## config.mk

```make
export PLATFORM = sky130hd
export DESIGN_NAME = wdk_top
export DESIGN_NICKNAME = d
export VERILOG_FILES = /design/src/core/wdk_pkg.sv /design/src/core/wdk_div.sv /design/src/core/wdk_top.sv
export VERILOG_INCLUDE_DIRS = /design/src /design/src/core
export SDC_FILE = /design/constraint.sdc
export NUM_CORES = 1
export LEC_CHECK = 0
export BUFFER_PORTS_ARGS = -buffer_cell sky130_fd_sc_hd__clkbuf_2
export CAP_MARGIN = 40
export CORE_UTILIZATION = 49
export CTS_CLUSTER_SIZE = 30
export DETAILED_ROUTE_END_ITERATION = 6
export GPL_ROUTABILITY_DRIVEN = 0
export PLACE_DENSITY = 0.77
export SYNTH_ARGS = -nofsm -noshare
export SYNTH_HDL_FRONTEND = slang
export SYNTH_SLANG_ARGS = --single-unit
```

## constraint.sdc

```tcl
create_clock -name pclk -period 2.3 [get_ports pclk]
set_input_delay 0.575 -clock pclk [delete_from_list [all_inputs] [get_ports pclk]]
set_output_delay 0.575 -clock pclk [all_outputs]
set_load 0.01 [all_outputs]
```

## src/core/wdk_regs.svh

```systemverilog
`ifndef WDK_REGS_SVH
`define WDK_REGS_SVH
// register byte addresses
`define WDK_CTRL_ADDR 12'h000
`define WDK_CAUSE_ADDR 12'h004
`define WDK_STAT_ADDR 12'h008
`define WDK_IRQ_ST_ADDR 12'h00c
`define WDK_IRQ_MASK_ADDR 12'h010
`define WDK_CMD_ADDR 12'h014
// control layout and reset value
`define WDK_CTRL_RESET 8'h53
`define WDK_KEY_DISABLE 5'h15
`define WDK_KEY_ENABLE 5'h0a
`define WDK_KEY_MSB 7
`define WDK_KEY_LSB 3
`define WDK_SEL_MSB 2
// overflow bit index for each timeout select code
`define WDK_EXP_SEL0 5'h08
`define WDK_EXP_SEL1 5'h0a
`define WDK_EXP_SEL2 5'h0c
`define WDK_EXP_SEL3 5'h0e
`define WDK_EXP_SEL4 5'h0f
`define WDK_EXP_SEL5 5'h10
`define WDK_EXP_SEL6 5'h11
`define WDK_EXP_SEL7 5'h12
// reset cause bit positions
`define WDK_CAUSE_WDKEY 0
`define WDK_CAUSE_LVKEY 1
`define WDK_CAUSE_LV 2
`define WDK_CAUSE_SELKEY 3
// command bits
`define WDK_CMD_CLR 0
`define WDK_CMD_HALT 1
// interrupt status bits
`define WDK_IRQ_TMO 0
`define WDK_IRQ_KEY 1
`endif

```

## src/core/wdk_pkg.sv

```systemverilog
`default_nettype none
package wdk_pkg;
  typedef enum logic [1:0] {
    WDK_RUN = 2'b00,
    WDK_DELAY = 2'b01,
    WDK_FIRE = 2'b11
  } wdk_state_t;
endpackage
`default_nettype wire

```

## src/core/wdk_div.sv

```systemverilog
`default_nettype none
// ---------------------------------------------
// oscillator tick divider
// ---------------------------------------------
module wdk_div #(
  parameter int unsigned DIV = 6250  // pclk cycles per oscillator tick
) (
  input wire logic pclk,     // system clock
  input wire logic presetn,  // async reset, active low
  input wire logic clr,      // restart phase
  output logic tick          // one-cycle enable
);
  logic [15:0] cnt_q;
  wire last = (cnt_q == 16'(DIV - 1));
  // tick on wrap; clear realigns so first period is whole
  always_ff @(posedge pclk or negedge presetn) begin
    if (!presetn) begin
      cnt_q <= 16'h0000;
      tick <= 1'b0;
    end else begin
      cnt_q <= (clr || last) ? 16'h0000 : cnt_q + 16'h0001;
      tick <= last && !clr;
    end
  end
endmodule // wdk_div
`default_nettype wire

```

## src/core/wdk_top.sv

```systemverilog
`default_nettype none
`include "wdk_regs.svh"
module wdk_top #(
  parameter int unsigned OSC_HZ = 32000,      // oscillator rate
  parameter int unsigned CLK_HZ = 200000000,  // pclk rate
  parameter int unsigned OSC_DIV = CLK_HZ / OSC_HZ, // pclk per tick
  parameter int unsigned SRESET_TICKS = 16    // soft reset delay, ticks
) (
  input wire logic pclk,              // apb clock
  input wire logic presetn,           // async reset, active low
  input wire logic psel,              // apb select
  input wire logic penable,           // apb enable
  input wire logic pwrite,            // apb direction
  input wire logic [11:0] paddr,      // apb byte address
  input wire logic [31:0] pwdata,     // apb write data
  output logic [31:0] prdata,         // apb read data
  output logic pready,                // apb ready
  output logic pslverr,               // apb error
  input wire logic sleep_mode,        // core is in sleep or idle
  input wire logic pin_reset_n,       // external reset pin, active low
  input wire logic pin_reset_sel,     // reset pin function selected
  input wire logic lvr_event,         // low voltage reset event
  input wire logic lvr_key_event,     // low voltage key reset event
  input wire logic rst_key_event,     // reset select key reset event
  output logic chip_reset,            // device reset pulse
  output logic pc_sp_reset,           // pc and sp reset pulse
  output logic pc_zero,               // program counter held to zero
  output logic irq                    // level interrupt
);
  // -------------------------------------------
  // bus decode
  // -------------------------------------------
  wire setup = psel && !penable;
  wire acc = psel && penable && pready;
  wire wr = acc && pwrite;
  wire rd_map = (paddr == `WDK_CTRL_ADDR) || (paddr == `WDK_CAUSE_ADDR) ||
                (paddr == `WDK_STAT_ADDR) || (paddr == `WDK_IRQ_ST_ADDR) ||
                (paddr == `WDK_IRQ_MASK_ADDR) || (paddr == `WDK_CMD_ADDR);
  wire wr_ctrl = wr && (paddr == `WDK_CTRL_ADDR);
  wire wr_cause = wr && (paddr == `WDK_CAUSE_ADDR);
  wire wr_stat = wr && (paddr == `WDK_STAT_ADDR);
  wire wr_ist = wr && (paddr == `WDK_IRQ_ST_ADDR);
  wire wr_imask = wr && (paddr == `WDK_IRQ_MASK_ADDR);
  wire wr_cmd = wr && (paddr == `WDK_CMD_ADDR);
  wire cmd_clr = wr_cmd && pwdata[`WDK_CMD_CLR];
  wire cmd_halt = wr_cmd && pwdata[`WDK_CMD_HALT];

  // -------------------------------------------
  // state
  // -------------------------------------------
  logic [7:0] ctrl_q;
  logic [3:0] cause_q;
  logic expired_q, pdown_q;
  logic [1:0] ist_q, imask_q;
  logic [18:0] cnt_q;
  logic [7:0] dly_q;
  logic por_q;
  wdk_pkg::wdk_state_t st_q;
  logic tick;

  wire [4:0] key = ctrl_q[`WDK_KEY_MSB:`WDK_KEY_LSB];
  wire [2:0] sel = ctrl_q[`WDK_SEL_MSB:0];
  wire key_en = (key == `WDK_KEY_ENABLE);
  wire key_bad = !key_en && (key != `WDK_KEY_DISABLE);
  wire pin_rst = pin_reset_sel && !pin_reset_n;
  wire key_start = key_bad && (st_q == wdk_pkg::WDK_RUN);
  // any clearing source restarts count and divider phase
  wire cnt_clr = key_start || cmd_clr || cmd_halt || pin_rst;

  // overflow bit index per select code; a table is cheaper than a shifter
  logic [4:0] ovf_bit;
  always_comb begin
    case (sel)
      3'h0: ovf_bit = `WDK_EXP_SEL0;
      3'h1: ovf_bit = `WDK_EXP_SEL1;
      3'h2: ovf_bit = `WDK_EXP_SEL2;
      3'h3: ovf_bit = `WDK_EXP_SEL3;
      3'h4: ovf_bit = `WDK_EXP_SEL4;
      3'h5: ovf_bit = `WDK_EXP_SEL5;
      3'h6: ovf_bit = `WDK_EXP_SEL6;
      default: ovf_bit = `WDK_EXP_SEL7;
    endcase
  end
  wire ovf = key_en && tick && cnt_q[ovf_bit];

  // oscillator tick generator
  wdk_div #(.DIV(OSC_DIV)) u_div (
    .pclk(pclk),
    .presetn(presetn),
    .clr(cnt_clr),
    .tick(tick)
  );

  // -------------------------------------------
  // watchdog count
  // -------------------------------------------
  // cnt bit n set means 2^n ticks elapsed; overflow reloads to zero
  always_ff @(posedge pclk or negedge presetn) begin
    if (!presetn) begin
      cnt_q <= 19'h00000;
    end else if (cnt_clr || ovf) begin
      cnt_q <= 19'h00000;
    end else if (key_en && tick) begin
      cnt_q <= cnt_q + 19'h00001;
    end
  end

  // -------------------------------------------
  // control register and key reset sequence
  // -------------------------------------------
  always_ff @(posedge pclk or negedge presetn) begin
    if (!presetn) begin
      ctrl_q <= `WDK_CTRL_RESET;
    end else if (st_q == wdk_pkg::WDK_FIRE) begin
      ctrl_q <= `WDK_CTRL_RESET;
    end else if (wr_ctrl) begin
      ctrl_q <= pwdata[7:0];
    end
  end

  // delay counts oscillator ticks; a bad key during delay does not re-arm
  always_ff @(posedge pclk or negedge presetn) begin
    if (!presetn) begin
      st_q <= wdk_pkg::WDK_RUN;
      dly_q <= 8'h00;
    end else begin
      case (st_q)
        wdk_pkg::WDK_RUN: begin
          dly_q <= 8'h00;
          if (key_bad) st_q <= wdk_pkg::WDK_DELAY;
        end
        wdk_pkg::WDK_DELAY: begin
          if (tick) dly_q <= dly_q + 8'h01;
          if (dly_q == 8'(SRESET_TICKS - 1) && tick)
            st_q <= wdk_pkg::WDK_FIRE;
        end
        wdk_pkg::WDK_FIRE: st_q <= wdk_pkg::WDK_RUN;
        default: st_q <= wdk_pkg::WDK_RUN;
      endcase
    end
  end
  wire key_fire = (st_q == wdk_pkg::WDK_FIRE);

  // -------------------------------------------
  // reset cause flags, set wins over clear
  // -------------------------------------------
  wire [3:0] cause_set = {rst_key_event, lvr_event, lvr_key_event,
                          key_fire};
  wire [3:0] cause_keep = wr_cause ? (cause_q & pwdata[3:0]) : cause_q;
  always_ff @(posedge pclk or negedge presetn) begin
    if (!presetn) begin
      cause_q <= 4'h0;
    end else begin
      cause_q <= cause_keep | cause_set;
    end
  end

  // -------------------------------------------
  // status flags: expired and power-down
  // -------------------------------------------
  // clear command drops both; halt sets power-down and drops expired
  always_ff @(posedge pclk or negedge presetn) begin
    if (!presetn) begin
      expired_q <= 1'b0;
      pdown_q <= 1'b0;
    end else begin
      if (ovf) expired_q <= 1'b1;
      else if (cmd_clr || cmd_halt || (wr_stat && !pwdata[0]))
        expired_q <= 1'b0;
      if (ovf && sleep_mode) pdown_q <= 1'b1;
      else if (cmd_halt) pdown_q <= 1'b1;
      else if (cmd_clr) pdown_q <= 1'b0;
    end
  end

  // -------------------------------------------
  // reset outputs
  // -------------------------------------------
  always_ff @(posedge pclk or negedge presetn) begin
    if (!presetn) begin
      chip_reset <= 1'b0;
      pc_sp_reset <= 1'b0;
      por_q <= 1'b1;
      pc_zero <= 1'b1;
    end else begin
      chip_reset <= (ovf && !sleep_mode) || key_fire;
      pc_sp_reset <= ovf && sleep_mode;
      por_q <= 1'b0;
      pc_zero <= por_q;
    end
  end

  // -------------------------------------------
  // interrupts, write one to clear, set wins
  // -------------------------------------------
  wire [1:0] ev = {key_fire, ovf};
  always_ff @(posedge pclk or negedge presetn) begin
    if (!presetn) begin
      ist_q <= 2'h0;
      imask_q <= 2'h0;
      irq <= 1'b0;
    end else begin
      ist_q <= (ist_q & ~(wr_ist ? pwdata[1:0] : 2'h0)) | ev;
      if (wr_imask) imask_q <= pwdata[1:0];
      irq <= |(ist_q & imask_q);
    end
  end

  // -------------------------------------------
  // apb slave: no wait states, error on unmapped
  // -------------------------------------------
  logic [31:0] rd_mux;
  always_comb begin
    case (paddr)
      `WDK_CTRL_ADDR: rd_mux = {24'h000000, ctrl_q};
      `WDK_CAUSE_ADDR: rd_mux = {28'h0000000, cause_q};
      `WDK_STAT_ADDR: rd_mux = {30'h00000000, pdown_q, expired_q};
      `WDK_IRQ_ST_ADDR: rd_mux = {30'h00000000, ist_q};
      `WDK_IRQ_MASK_ADDR: rd_mux = {30'h00000000, imask_q};
      default: rd_mux = 32'h00000000;
    endcase
  end
  always_ff @(posedge pclk or negedge presetn) begin
    if (!presetn) begin
      pready <= 1'b0;
      pslverr <= 1'b0;
      prdata <= 32'h00000000;
    end else begin
      pready <= setup;
      pslverr <= setup && !rd_map;
      prdata <= (setup && !pwrite) ? rd_mux : 32'h00000000;
    end
  end

  // -------------------------------------------
  // checks
  // -------------------------------------------
  // a disabled watchdog must not drive either reset output unless a key reset is already firing
  key_dis_a: assert property (@(posedge pclk) disable iff (!presetn)
    (key == `WDK_KEY_DISABLE && !key_fire) |=> !chip_reset && !pc_sp_reset)
    else $error("reset while disabled");
  key_fire_a: assert property (@(posedge pclk) disable iff (!presetn)
    key_fire |=> chip_reset && cause_q[`WDK_CAUSE_WDKEY])
    else $error("bad key did not reset");
  key_arm_a: assert property (@(posedge pclk) disable iff (!presetn)
    key_start |=> st_q == wdk_pkg::WDK_DELAY)
    else $error("bad key did not arm delay");
  key_reload_a: assert property (@(posedge pclk) disable iff (!presetn)
    key_fire |=> ctrl_q == `WDK_CTRL_RESET)
    else $error("control not reloaded");
  cause_hold_a: assert property (@(posedge pclk) disable iff (!presetn)
    (cause_q[`WDK_CAUSE_WDKEY] && !wr_cause) |=> cause_q[`WDK_CAUSE_WDKEY])
    else $error("key flag lost");
  cause_clr_a: assert property (@(posedge pclk) disable iff (!presetn)
    $fell(cause_q[`WDK_CAUSE_WDKEY]) |->
      $past(wr_cause) && !$past(pwdata[`WDK_CAUSE_WDKEY]))
    else $error("key flag cleared by hardware");
  cause_ev_a: assert property (@(posedge pclk) disable iff (!presetn)
    lvr_event |=> cause_q[`WDK_CAUSE_LV])
    else $error("low voltage flag not set");
  tmo_run_a: assert property (@(posedge pclk) disable iff (!presetn)
    (ovf && !sleep_mode) |=> chip_reset && expired_q && !pc_sp_reset)
    else $error("run overflow wrong");
  tmo_sleep_a: assert property (@(posedge pclk) disable iff (!presetn)
    (ovf && sleep_mode) |=> pc_sp_reset && pdown_q && expired_q)
    else $error("sleep overflow wrong");
  halt_flags_a: assert property (@(posedge pclk) disable iff (!presetn)
    (cmd_halt && !ovf) |=> pdown_q && !expired_q)
    else $error("halt flags wrong");
  clr_flags_a: assert property (@(posedge pclk) disable iff (!presetn)
    (cmd_clr && !cmd_halt && !ovf) |=> !pdown_q && !expired_q)
    else $error("clear flags wrong");
  cnt_clr_a: assert property (@(posedge pclk) disable iff (!presetn)
    cnt_clr |=> cnt_q == 19'h00000)
    else $error("count not cleared");
  cnt_run_a: assert property (@(posedge pclk) disable iff (!presetn)
    (key_en && tick && !cnt_clr && !ovf) |=>
      cnt_q == $past(cnt_q) + 19'h00001)
    else $error("count did not advance");
  cause_top_a: assert property (@(posedge pclk) disable iff (!presetn)
    (acc && !pwrite && paddr == `WDK_CAUSE_ADDR) |-> prdata[31:4] == 0)
    else $error("cause upper bits set");
  cnt_stop_a: assert property (@(posedge pclk) disable iff (!presetn)
    !key_en |=> $stable(cnt_q) || cnt_q == 19'h00000)
    else $error("disabled count moved");
  pc_zero_a: assert property (@(posedge pclk) disable iff (!presetn)
    !por_q |=> !pc_zero)
    else $error("pc zero held too long");
  // bus answer shape and interrupt level
  err_ready_a: assert property (@(posedge pclk) disable iff (!presetn)
    pslverr |-> pready)
    else $error("error without ready");
  err_map_a: assert property (@(posedge pclk) disable iff (!presetn)
    (setup && !rd_map) |=> pslverr)
    else $error("unmapped access not refused");
  irq_set_a: assert property (@(posedge pclk) disable iff (!presetn)
    (|(ist_q & imask_q)) |=> irq)
    else $error("irq not raised");
  irq_drop_a: assert property (@(posedge pclk) disable iff (!presetn)
    !(|(ist_q & imask_q)) |=> !irq)
    else $error("irq not dropped");
endmodule // wdk_top
`default_nettype wire

```

; Word level (Yosys, flattened, before mapping)
; Index checks and enable logic that the tools add are counted.
[word_totals]
regBits = 103
latchBits = 0
ramBits = 0
mem_bits_ro = 0
inputBits = 55
out_inout_bits = 38
wordCells = 127
mem_count = 0
[classes]
add_sub_neg = 3
multipliers = 0
div = 0
n_lt_le_gt_ge = 1
n_eq_ne = 20
shifts = 0
n_mux = 22
bitwise_logic = 6
reduce_logical = 56
[ops]
columns = cell, count
row1 = one-hot mux 8 bit (5 select lines), 1
row2 = two-way mux 19 bit, 2
row3 = one-hot mux 5 bit (7 select lines), 1
row4 = two-way mux 32 bit, 1
row5 = == test 12 x 4 -> 1 bit (second input constant), 2
row6 = == test 12 x 5 -> 1 bit (second input constant), 2
row7 = logical AND 1 bit, 24
row8 = two-way mux 8 bit, 3
row9 = adder 19 x 1 -> 19 bit (second input constant), 1
row10 = adder 16 x 1 -> 16 bit (second input constant), 1
row11 = == test 16 x 13 -> 1 bit (second input constant), 1
row12 = two-way mux 16 bit, 1
row13 = one-hot mux 8 bit (2 select lines), 1
row14 = logical OR 1 bit, 13
row15 = == test 12 x 3 -> 1 bit (second input constant), 1
row16 = logical NOT 12 bit, 1
row17 = == test 3 bit (second input constant), 3
row18 = adder 8 x 1 -> 8 bit (second input constant), 1
row19 = == test 8 x 4 -> 1 bit (second input constant), 1
row20 = logical NOT 1 bit, 8
row21 = nonzero test 2 bit, 4
row22 = == test 3 x 2 -> 1 bit (second input constant), 2
row23 = less-than comparator 5 x 6 -> 1 bit (second input constant), 1
row24 = two-way mux 1 bit, 6
row25 = 21 further kinds, 26

; Depth between registers and ports, before layout
; Gate-level depths: netlist of run 1.
[logic_depth]
word_depth = 10
ltp_mapped = 8
ltp_nobuf = 6

; By module
; From an unflattened synthesis of run 1, not the netlist that was laid out.
[unflattened]
hier_cells = 400
area_unflattened_um2 = 4187.8
[by_module_without_submodules]
columns = mod, instances, cells_each, area_each_um2, seq_area_each_um2
row1 = wdk_top, 1, 314, 3311.9, 1559.0
row2 = wdk_div, 1, 86, 875.8, 425.4

; Worst setup path before layout of run 1
; OpenSTA, ideal clock, no wires.
[synth_path]
path_type = input port to flip-flop
start = input port paddr[9]
end = register cause_q[1]
setup_time_ns = 0.121
arrival_time_ns = 2.442
required_ns = 2.179
slack_ns = -0.264
path_stages = 6
n_path_buf = 1
cell_sequence = or4_4 > or4_4 > buf_6 > or4_4 > o21ai_1 > nand2b_1
[synth_via]
elab_chain_cells = 4
[synth_lines]
columns = element, line_no
row1 = from (decl), wdk_top.sv:14  ; input wire logic [11:0] paddr,
row2 = == test 12 x 3 -> 1 bit, -
row3 = logical AND 1 bit, wdk_top.sv:40  ; wire wr_cause = wr && (paddr == `WDK_CAUSE_ADDR);
row4 = two-way mux 4 bit, wdk_top.sv:149  ; wire [3:0] cause_keep = wr_cause ? (cause_q & pwdata[3:0]) : cause_q;
row5 = OR 4 bit, wdk_top.sv:154  ; cause_q <= cause_keep | cause_set;
row6 = to (signal assigned), wdk_top.sv:154
row7 = to (decl), wdk_top.sv:52  ; logic [3:0] cause_q;
; No other way between the ends.
; A chain may end at the register's enable or synchronous reset.

; Worst setup path after layout of run 1
[layout_path]
start = input port paddr[9]
end = register cause_q[2]
; The elaborated chain is that of the path after synthesis.

==> summary.txt, run 1 <==
Timing
  • Final-layout worst hold slack: 0.1456 ns
  • Crit share post-route: 0.9743
  • Number of endpoints with negative hold slack in the final report: 0
  • Max frequency: 0.4463 GHz
  • Post-route setup slack: 0.05918 ns
  • Final critical path time including I/O delays and setup: 2.241 ns
  • Count of pins over their slew limit: 0
  • Final setup violation count: 0
  • Final-layout setup total negative slack: 0 ns
  • Layout Skew: 0.02124 ns
  • Unrepaired setup endpoints after global routing: false

Synthesis
  • Portion of the post-synthesis area used by sequential elements: 0.4706
  • Post-synth EDFFs: 0
  • Number of different library cells in the post-synthesis netlist: 55
  • Mean instance size in the synthesized netlist: 10.11 um^2
  • Post-synthesis cell type with the largest combined area: sky130_fd_sc_hd__dfrtp_1
  • Number of flip-flops and latches in the synthesized netlist: 79
  • Share of async-settable or async-resettable flops after synthesis: 1.000
  • Top FF cell, synth: sky130_fd_sc_hd__dfrtp_1
  • Main area contributors after synthesis: sky130_fd_sc_hd__dfrtp_1, sky130_fd_sc_hd__buf_4, sky130_fd_sc_hd__nand3_1
  • Synthesis warning total: 0
  • Area share of the leading cell type in the synthesized netlist: 0.4332
  • Netlist area before placement: 4217 um^2
  • Cell count after synthesis: 417

Critical path
  • Cell-by-cell listing of the critical path: clkbuf_2 -> or4_4 -> or4_4 -> or4_4 -> o21ai_1 -> nand2b_1
  • Launching instance or port of the critical path: paddr[9]
  • Delay of the slowest cell on the worst path: 0.58 ns
  • R2r endpoint: cnt_q[13]
  • Kind of critical path: in -> reg
  • Worst reg2reg setup slack: 0.17 ns
  • Crit path buffers/inverters: 1
  • Crit path max fanout: 6
  • Library cell appearing most often on the critical path: sky130_fd_sc_hd__or4_4
  • Launch instance of the worst register-to-register path: ctrl_q[6]
  • Kind of end point of the critical path: flop
  • Startpoint class of the critical path: input port
  • Data required time at the worst endpoint: 2.54 ns
  • Delay-heaviest family, CP: simple AND/OR/NAND/NOR gates
  • Worst r2r path cells: 6
  • Arrival time at the worst endpoint: 2.48 ns
  • Highest-delay cell along the critical path: sky130_fd_sc_hd__or4_4

Die
  • Top-level I/O count: 93
  • Core Box Area: 8258 um^2
  • Starting Density: 0.5106
  • Die height: 94.77 um
  • Die Footprint: 8980 um^2
  • Die extent in x: 94.77 um
  • FP Rows: 33

Pwr
  • IR drop worst, VDD: 0.2696 mV
  • Static leakage: 2.165 nW
  • Cell area power density: 539.5 nW/um^2
  • Sum of internal, switching and leakage power: 2.658 mW

Final layout
  • Utilization after layout: 0.5967
  • Antenna Diode Count: 0
  • Proportion of layout cells with a drive suffix above 1: 0.2551
  • Final Instance Count excl. Fillers: 595
  • Layout overhead on the synthesized area: 16.85%
  • Post-route design area: 4927 um^2
  • Post-layout nets: 544

Placement
  • Post-Place Setup Slack: -0.3801 ns
  • Placed cell count: 578
  • Post-place instance area: 4731 um^2
  • # port buffers: 44
  • Half-perimeter wire length of the detailed placement result: 6.285 mm

Routing
  • Final Routed Wirelength: 8.708 mm
  • Ratio of routed vias to standard cells: 5.672
  • WL/cell: 14.64 um
  • Number of remaining DRC errors: 0
  • Number of DRC markers after the initial detailed-route iteration: 133
  • Overall via count from detail_route: 3375
  • Number of detailed-route iterations in the first pass: 4
  • Post-detailed-route count of antenna-violating nets: 0

Clocking
  • Number of CTS-inserted buffers: 9
  • Clk sink count: 79
  • Clock insertion delay at the later pin of the skew report: 0.36 ns
  • Clock tree from TritonCTS: done
  • Max Buffers Root-to-Sink: 2
  • Clock-pin transition on the worst setup and hold timing paths: 0.08 ns
  • Clock root buffer master: sky130_fd_sc_hd__clkbuf_8
  • H-tree levels: 3
  • Cts-stage hold buffer count: 0

GRT
  • Total routing usage reported by global routing: 0.2122
  • Number of antenna violations at the first check in global routing: 0
  • Via count of the first global-routing pass: 3259
  • Maximum number of pins on one net before global-route repair: 52
  • Aggregate global routing overflow: 0
  • Global-route wire length before repair: 14.79 mm

Outcome
  • Result of the run: finished, final reports clean

Job
  • Max cap viols: 0

Worst hold path
  • Hold Path Class: in -> async
[final cells by class]
type,count,area (um^2)
clock buffers,9,123.9
clock inverters,7,58.81
fillers,686,3331
inverters,6,22.52
multi-input cells,313,2106
flip-flops and latches,79,1984
well taps,105,131.4
repair buffers,76,500.5
[placed cells by master (no fill, tap or decap), types with 6 or more instances in the layout]
cell type | netlist | routed
sky130_fd_sc_hd__clkbuf_2 | 0 | 43
sky130_fd_sc_hd__buf_4 | 25 | 30
sky130_fd_sc_hd__nand3_1 | 35 | 34
sky130_fd_sc_hd__conb_1 | 1 | 25
sky130_fd_sc_hd__nor3_1 | 9 | 9
sky130_fd_sc_hd__nand2_1 | 29 | 29
sky130_fd_sc_hd__dfrtp_1 | 73 | 73
sky130_fd_sc_hd__mux2i_1 | 17 | 17
sky130_fd_sc_hd__inv_1 | 6 | 6
sky130_fd_sc_hd__o21ai_0 | 7 | 7
sky130_fd_sc_hd__nor2_1 | 35 | 35
sky130_fd_sc_hd__nand4_1 | 8 | 8
sky130_fd_sc_hd__dfstp_2 | 6 | 6
sky130_fd_sc_hd__and3_1 | 9 | 8
sky130_fd_sc_hd__a22o_1 | 11 | 11
sky130_fd_sc_hd__a21oi_1 | 15 | 15
sky130_fd_sc_hd__nand3b_1 | 15 | 15
sky130_fd_sc_hd__xnor2_1 | 12 | 12
sky130_fd_sc_hd__clkbuf_8 | 0 | 9
[worst reg2reg max path, delay by kind of cell (launching register included)]
kind | cells | cell delay, ns
AND/OR/NAND/NOR | 1 | 0.08
AO/OA/AOI/OAI | 3 | 0.99
flip-flops | 1 | 0.59
multiplexers | 1 | 0.22
buffers and inverters | 1 | 0.18
[synthesized netlist by cell type (all sizes together) (7+ instances only)]
cell type	number
xnor2	12
mux2i	17
clkbuf	13
nand4	8
and3	9
a211oi	7
a22o	11
buf	30
nor2	35
a21oi	15
nand3b	15
nand2	29
nand3	35
nor3	9
dfrtp	73
o21ai	11
[logic make-up after synthesis]
family,after synthesis,share of synthesized area
AO/OA/AOI/OAI,65,0.1080
XOR/XNOR,17,0.03531
adder cells (fa/ha/maj),4,0.01187
buffers and inverters,49,0.06884
flip-flops,79,0.4706
multiplexers,23,0.06172
other,1,0.0008894
AND/OR/NAND/NOR,179,0.2427
[registers in the layout, summed over array words and instances, names as in the netlist]
| signal | count |
|---|---|
| cnt_q | 19 |
| cause_q | 4 |
| chip_reset | 1 |
| pslverr | 1 |
| pc_sp_reset | 1 |
| por_q | 1 |
| prdata | 8 |
| pready | 1 |
| dly_q | 8 |
| ctrl_q | 8 |
| u_div.cnt_q | 16 |
| st_q | 2 |
| ist_q | 2 |
| irq | 1 |
| pc_zero | 1 |
| expired_q | 1 |
| u_div.tick | 1 |
| imask_q | 2 |
| pdown_q | 1 |
[where the power goes]
| part | internal [mW] | leakage (nW) | switching (mW) |
|---|---|---|---|
| logic | 0.0882 | 1.03 | 0.135 |
| clock network | 0.411 | 0.0877 | 0.572 |
| registers | 1.42 | 1.05 | 0.0348 |
[how the worst max path moves through the flow]
stage / endpoint / slack [ns] / depth (start not counted)
CTS: cnt_q[4] / 0.002 / 7
global route: cnt_q[13] / 0.01 / 8
floorplan: cause_q[1] / -0.26 / 6
detailed placement: cause_q[2] / -0.38 / 6
finish: cause_q[2] / 0.06 / 6
global placement: cause_q[0] / -0.33 / 6
[routing by layer]
| layer | share of wire | up-vias | routed length [um] | global-route usage |
|---|---|---|---|---|
| met5 | 0 | - | 0 | 0 |
| met4 | 0.019 | 0 | 165 | 0.09091 |
| met3 | 0.045 | 13 | 396 | 0.04670 |
| met2 | 0.49 | 86 | 4275 | 0.3501 |
| met1 | 0.44 | 1667 | 3870 | 0.2670 |
| li1 | - | 1609 | - | - |
[timing repair]
action / 4_1_cts / 5_1_grt
setup endpoints to repair: 15 / 34
buffers inserted: 1 / 0
pin swaps: 2 / 1
resized for setup: 0 / 1
(Power assumes the default switching activity.)
==> run 2: changes to the inputs <==
CORE_ASPECT_RATIO = 1.2   (was not set)
==> run 2 against run 1 <==
- core utilization grew 2.0 points
- largest cell class unchanged
- final cell count increased by 3.2%
- clock power rose by 24%
- first-iteration DRC count up 5.3%
- sequential power about the same
- critical endpoint is now ctrl_q[7]
- sequential share of layout area down 1.2 points
- via count rose by 1.0%
- worst hold slack improved by 0.024 ns
- clock skew fell by 0.0079 ns
- routed wire length rose by 4.0%
- combinational power grew 4%
==> summary.txt, run 2 (same netlist as run 1, synthesis figures left out) <==
Die
  • FP Rows: 36
  • Top-level I/O count: 93
  • Die extent in x: 86.68 um
  • Starting Density: 0.5115
  • Die height: 103.6 um
  • Core Box Area: 8243 um^2
  • Die Footprint: 8981 um^2

Placement
  • Half-perimeter wire length of the detailed placement result: 6.469 mm
  • Post-place instance area: 4810 um^2
  • # port buffers: 44

GRT
  • Global-route wire length before repair: 14.96 mm
  • Number of antenna violations at the first check in global routing: 0
  • Via count of the first global-routing pass: 3283
  • Aggregate global routing overflow: 0
  • Total routing usage reported by global routing: 0.2111
  • Maximum number of pins on one net before global-route repair: 44

Final layout
  • Commonest non-fill, non-tap cell in the layout: sky130_fd_sc_hd__dfrtp_1
  • Largest registers in the final layout: cnt_q x19, u_div.cnt_q x16
  • Max reg flops: 19
  • Post-layout nets: 554
  • Utilization after layout: 0.6167
  • Multi-input logic area: 2127 um^2
  • Most used cells in the layout excluding fill and tap cells: sky130_fd_sc_hd__dfrtp_1, sky130_fd_sc_hd__clkbuf_2, sky130_fd_sc_hd__buf_4, sky130_fd_sc_hd__nor2_1, sky130_fd_sc_hd__nand3_1
  • Largest reg by FF count: cnt_q
  • Fillcell total: 671
  • Proportion of layout cells with a drive suffix above 1: 0.2720
  • Antenna Diode Count: 0
  • Post-route design area: 5084 um^2
  • Sequential Area: 1984 um^2
  • Layout overhead on the synthesized area: 20.56%

Worst hold path
  • Hold Path Class: in -> async

Pwr
  • Sum of internal, switching and leakage power: 2.906 mW
  • IR drop worst, VDD: 0.4525 mV
  • Cell area power density: 571.6 nW/um^2
  • Static leakage: 2.241 nW

Critical path
  • Arrival time at the worst endpoint: 2.49 ns
  • Kind of critical path: in -> reg
  • Kind of end point of the critical path: flop
  • Data required time at the worst endpoint: 2.55 ns
  • Crit path max fanout: 6
  • Startpoint class of the critical path: input port

Routing
  • Number of detailed-route iterations in the first pass: 4
  • WL/cell: 14.76 um
  • Post-detailed-route count of antenna-violating nets: 0
  • Final Routed Wirelength: 9.060 mm
  • Overall via count from detail_route: 3410
  • Number of DRC markers after the initial detailed-route iteration: 140
  • Number of remaining DRC errors: 0
  • Ratio of routed vias to standard cells: 5.554

Clocking
  • Clock tree from TritonCTS: done
  • Cts-stage hold buffer count: 0
  • Clock-pin transition on the worst setup and hold timing paths: 0.09 ns
  • Number of CTS-inserted buffers: 9
  • H-tree levels: 3
  • Clock root buffer master: sky130_fd_sc_hd__clkbuf_8
  • Clock insertion delay at the later pin of the skew report: 0.36 ns
  • Clk sink count: 79
  • Max Buffers Root-to-Sink: 2

Timing
  • Final critical path time including I/O delays and setup: 2.237 ns
  • Final-layout worst hold slack: 0.1700 ns
  • Actual transition at the worst max-transition pin: 0.5855 ns
  • Headroom to the max-slew limit: 0.6097
  • Number of endpoints with negative hold slack in the final report: 0
  • Crit share post-route: 0.9726
  • Max frequency: 0.4470 GHz
  • Final-layout setup total negative slack: 0 ns
  • Final setup violation count: 0
  • Layout Skew: 0.01330 ns
  • Count of pins over their slew limit: 0

Outcome
  • Result of the run: finished, final reports clean

Job
  • Max cap viols: 0
==> run 2: changes by cell type in the layout (fill, tap and decap cells not counted), sizes merged <==
| cell | delta |
|---|---|
| buf | +10 |
| inv | -4 |
| bufinv | +2 |
| clkinvlp | -1 |
| clkbuf | +3 |
==> run 2: path summary, 6_finish.rpt <==
path / start / to / slack (ns) / cells after the start
setup / recovery: paddr[9] / ctrl_q[7] / 0.06 / 7
hold reg to reg: por_q / pc_zero / 0.36 / 0
hold / removal: presetn / prdata[1] / 0.17 / 1
setup reg to reg: ctrl_q[5] / cnt_q[13] / 0.09 / 6
max in group asynchronous: presetn / por_q / 1.48 / 2
min in group pclk: por_q / pc_zero / 0.36 / 0
==> run 2: cell type report <==
class | count | area share
Clock inverter | 4 | 0.01501
Timing Repair Buffer | 86 | 0.1132
Sequential cell | 79 | 0.3904
Tap cell | 114 | 0.02806
Clock buffer | 12 | 0.03052
Inverter | 6 | 0.004430
Multi-Input combinational cell | 313 | 0.4184
==> run 2: power breakdown <==
group | internal [mW] | switching, mW | total (mW)
sequential | 1.42 | 0.0349 | 1.45
clock | 0.676 | 0.544 | 1.22
combinational | 0.0928 | 0.140 | 0.233
==> run 2: critical path, stage by stage <==
cell,delay [ns]
sky130_fd_sc_hd__clkbuf_2,0.08
sky130_fd_sc_hd__or4_4,0.52
sky130_fd_sc_hd__or4_4,0.49
sky130_fd_sc_hd__nor4_4,0.24
sky130_fd_sc_hd__buf_4,0.19
sky130_fd_sc_hd__a21boi_1,0.12
sky130_fd_sc_hd__a22o_1,0.27
==> run 2: through the flow <==
| stage | instances | worst slack [ns] |
|---|---|---|
| floorplan | 441 | -0.2635 |
| global placement | 596 | -0.3280 |
| detailed placement | 596 | -0.3459 |
| CTS | 614 | 0.001167 |
| global route | 614 | -0.01719 |
| finish | 614 | 0.06302 |
==> run 2: timing repair <==
item	CTS	global route
resized for setup	1	3
buffers inserted	2	0
pin swaps	1	2
setup endpoints to repair	6	39
==> run 2: per-layer routing <==
layer	vias up	wire length (um)	global-route usage
met5	-	0	0
li1	1621	-	-
met3	14	362	0.04382
met2	95	4548	0.3532
met1	1680	4004	0.2647
met4	0	145	0.08214
==> run 3: changes to the inputs <==
PLACE_DENSITY = 0.84   (was 0.77)
==> run 3 against run 2 <==
- non-clock buffer count is 7 lower
- sequential power hardly changed
- maximum frequency hardly changed
- first-iteration DRC count is 20% higher
- combinational power is 2% lower
- via count is 1.3% lower
- register-to-register slack hardly changed
- worst hold slack worse by 0.018 ns
==> summary.txt, run 3 (same netlist as run 1, synthesis figures left out) <==
Critical path
  • Launch instance of the worst register-to-register path: ctrl_q[5]
  • Crit path max fanout: 6
  • Kind of end point of the critical path: flop
  • Worst reg2reg setup slack: 0.08 ns
  • Data required time at the worst endpoint: 2.56 ns
  • R2r endpoint: cnt_q[18]
  • Startpoint class of the critical path: input port
  • Kind of critical path: in -> reg
  • Worst r2r path cells: 7
  • Arrival time at the worst endpoint: 2.49 ns

Final layout
  • Post-layout nets: 547
  • Largest registers in the final layout: cnt_q x19, u_div.cnt_q x16
  • Most used cells in the layout excluding fill and tap cells: sky130_fd_sc_hd__dfrtp_1, sky130_fd_sc_hd__clkbuf_2, sky130_fd_sc_hd__nor2_1, sky130_fd_sc_hd__nand3_1, sky130_fd_sc_hd__buf_4
  • Max reg flops: 19
  • Antenna Diode Count: 0
  • Proportion of layout cells with a drive suffix above 1: 0.2617
  • Commonest non-fill, non-tap cell in the layout: sky130_fd_sc_hd__dfrtp_1
  • Layout overhead on the synthesized area: 19.14%
  • Final Instance Count excl. Fillers: 607
  • Largest reg by FF count: cnt_q

Pwr
  • Switching part of the total: 0.2535
  • Static leakage: 2.199 nW
  • Combinational cell fraction of total power: 0.080
  • Sum of internal, switching and leakage power: 2.847 mW
  • IR drop worst, VDD: 0.2757 mV
  • Sequential share of power: 0.510
  • Internal power of the cells: 2.126 mW
  • Sw Pwr: 721.8 uW
  • Clock network power share: 0.409
  • Cell area power density: 566.8 nW/um^2

GRT
  • GRT met2 Usage: 0.3639
  • GR peak layer: met2
  • Via count of the first global-routing pass: 3312
  • Met3 GRT Util: 0.04303
  • Global-route wire length before repair: 14.90 mm
  • Met1 Resource Use GR: 0.2501
  • Number of antenna violations at the first check in global routing: 0
  • Aggregate global routing overflow: 0
  • Total routing usage reported by global routing: 0.2119
  • Maximum number of pins on one net before global-route repair: 46

Die
  • Top-level I/O count: 93
  • FP Rows: 36
  • Die extent in x: 86.68 um
  • Die Footprint: 8981 um^2
  • Die height: 103.6 um
  • Core Box Area: 8243 um^2
  • Starting Density: 0.5115

Timing
  • Crit share post-route: 0.9732
  • Final critical path time including I/O delays and setup: 2.238 ns
  • Final-layout worst hold slack: 0.1518 ns
  • Final setup violation count: 0
  • Post-route setup slack: 0.06155 ns
  • Count of pins over their slew limit: 0
  • Number of endpoints with negative hold slack in the final report: 0
  • Layout Skew: 0.007421 ns
  • Max frequency: 0.4467 GHz

Routing
  • Number of detailed-route iterations in the first pass: 5
  • Ratio of routed vias to standard cells: 5.545
  • Final Routed Wirelength: 9.216 mm
  • Number of remaining DRC errors: 0
  • WL/cell: 15.18 um
  • Overall via count from detail_route: 3366
  • Number of DRC markers after the initial detailed-route iteration: 168
  • Post-detailed-route count of antenna-violating nets: 0

Job
  • Max cap viols: 0

Clocking
  • Clock insertion delay at the later pin of the skew report: 0.37 ns
  • H-tree levels: 3
  • Number of CTS-inserted buffers: 9
  • Max Buffers Root-to-Sink: 2
  • Clock-pin transition on the worst setup and hold timing paths: 0.08 ns
  • Clk sink count: 79
  • Clock root buffer master: sky130_fd_sc_hd__clkbuf_8
  • Clock tree from TritonCTS: done

Outcome
  • Result of the run: finished, final reports clean

Placement
  • Half-perimeter wire length of the detailed placement result: 6.351 mm
  • Placed cell count: 589
  • # port buffers: 44
  • Post-Place Setup Slack: -0.3707 ns

Worst hold path
  • Hold Path Class: in -> async
-- run 3: routing by layer --
metal / wire [um] / vias up
met5: 0 / -
met4: 208 / 0
met3: 366 / 18
met2: 4808 / 107
met1: 3833 / 1631
li1: - / 1610
-- run 3: power by group through the flow --
stage / logic [mW] / registers, mW / clock network (mW)
6_report: 0.229 / 1.45 / 1.17
5_1_grt: 0.253 / 1.46 / 1.24
4_1_cts: 0.228 / 1.45 / 1.19
3_5_place_dp: 0.224 / 1.48 / 0
3_3_place_gp: 0.216 / 1.48 / 0
2_1_floorplan: 0.161 / 1.46 / 0
-- run 3: final cells by class --
cell class	instances	area, um^2
Multi-Input combinational cell	313	2131
Clock inverter	6	92.59
Timing Repair Buffer	79	523.0
Inverter	6	22.52
Fill cell	665	3219
Sequential cell	79	1984
Tap cell	114	142.6
Clock buffer	10	127.6
-- run 3: how the worst max path moves through the flow --
| stage | start | endpoint | slack (ns) | cells after the start |
|---|---|---|---|---|
| floorplan | paddr[9] | cause_q[1] | -0.26 | 6 |
| global placement | paddr[9] | ctrl_q[6] | -0.35 | 7 |
| detailed placement | paddr[9] | ist_q[1] | -0.37 | 6 |
| CTS | paddr[9] | cause_q[0] | 0.002 | 6 |
| global route | ctrl_q[5] | cnt_q[18] | -0.05 | 7 |
| finish | paddr[9] | cause_q[0] | 0.06 | 6 |
-- run 3: stage by stage --
step                      cell area (um^2)  setup TNS (ns)  utilization
after detailed placement              4757          -14.61       0.5771
final                                 5024               0       0.6094
after global routing                  5024         -0.1657       0.6094
after floorplan                       4374          -4.735            -
after CTS                             4999               0       0.6064
after global placement                4757          -13.60       0.5771
-- run 3: worst max-delay path, stage by stage --
cell                       delay (ns)
sky130_fd_sc_hd__clkbuf_2        0.08
sky130_fd_sc_hd__or4_4           0.52
sky130_fd_sc_hd__or4_4           0.49
sky130_fd_sc_hd__or4_4           0.58
sky130_fd_sc_hd__o21ai_1         0.17
sky130_fd_sc_hd__nand2_1         0.07
-- run 3: what timing repair did --
item / CTS / global route
hold buffers: 0 / 0
endpoints found under the setup margin: 25 / 41
buffers inserted: 2 / 0
resized for setup: 1 / 3
pin swaps: 1 / 4
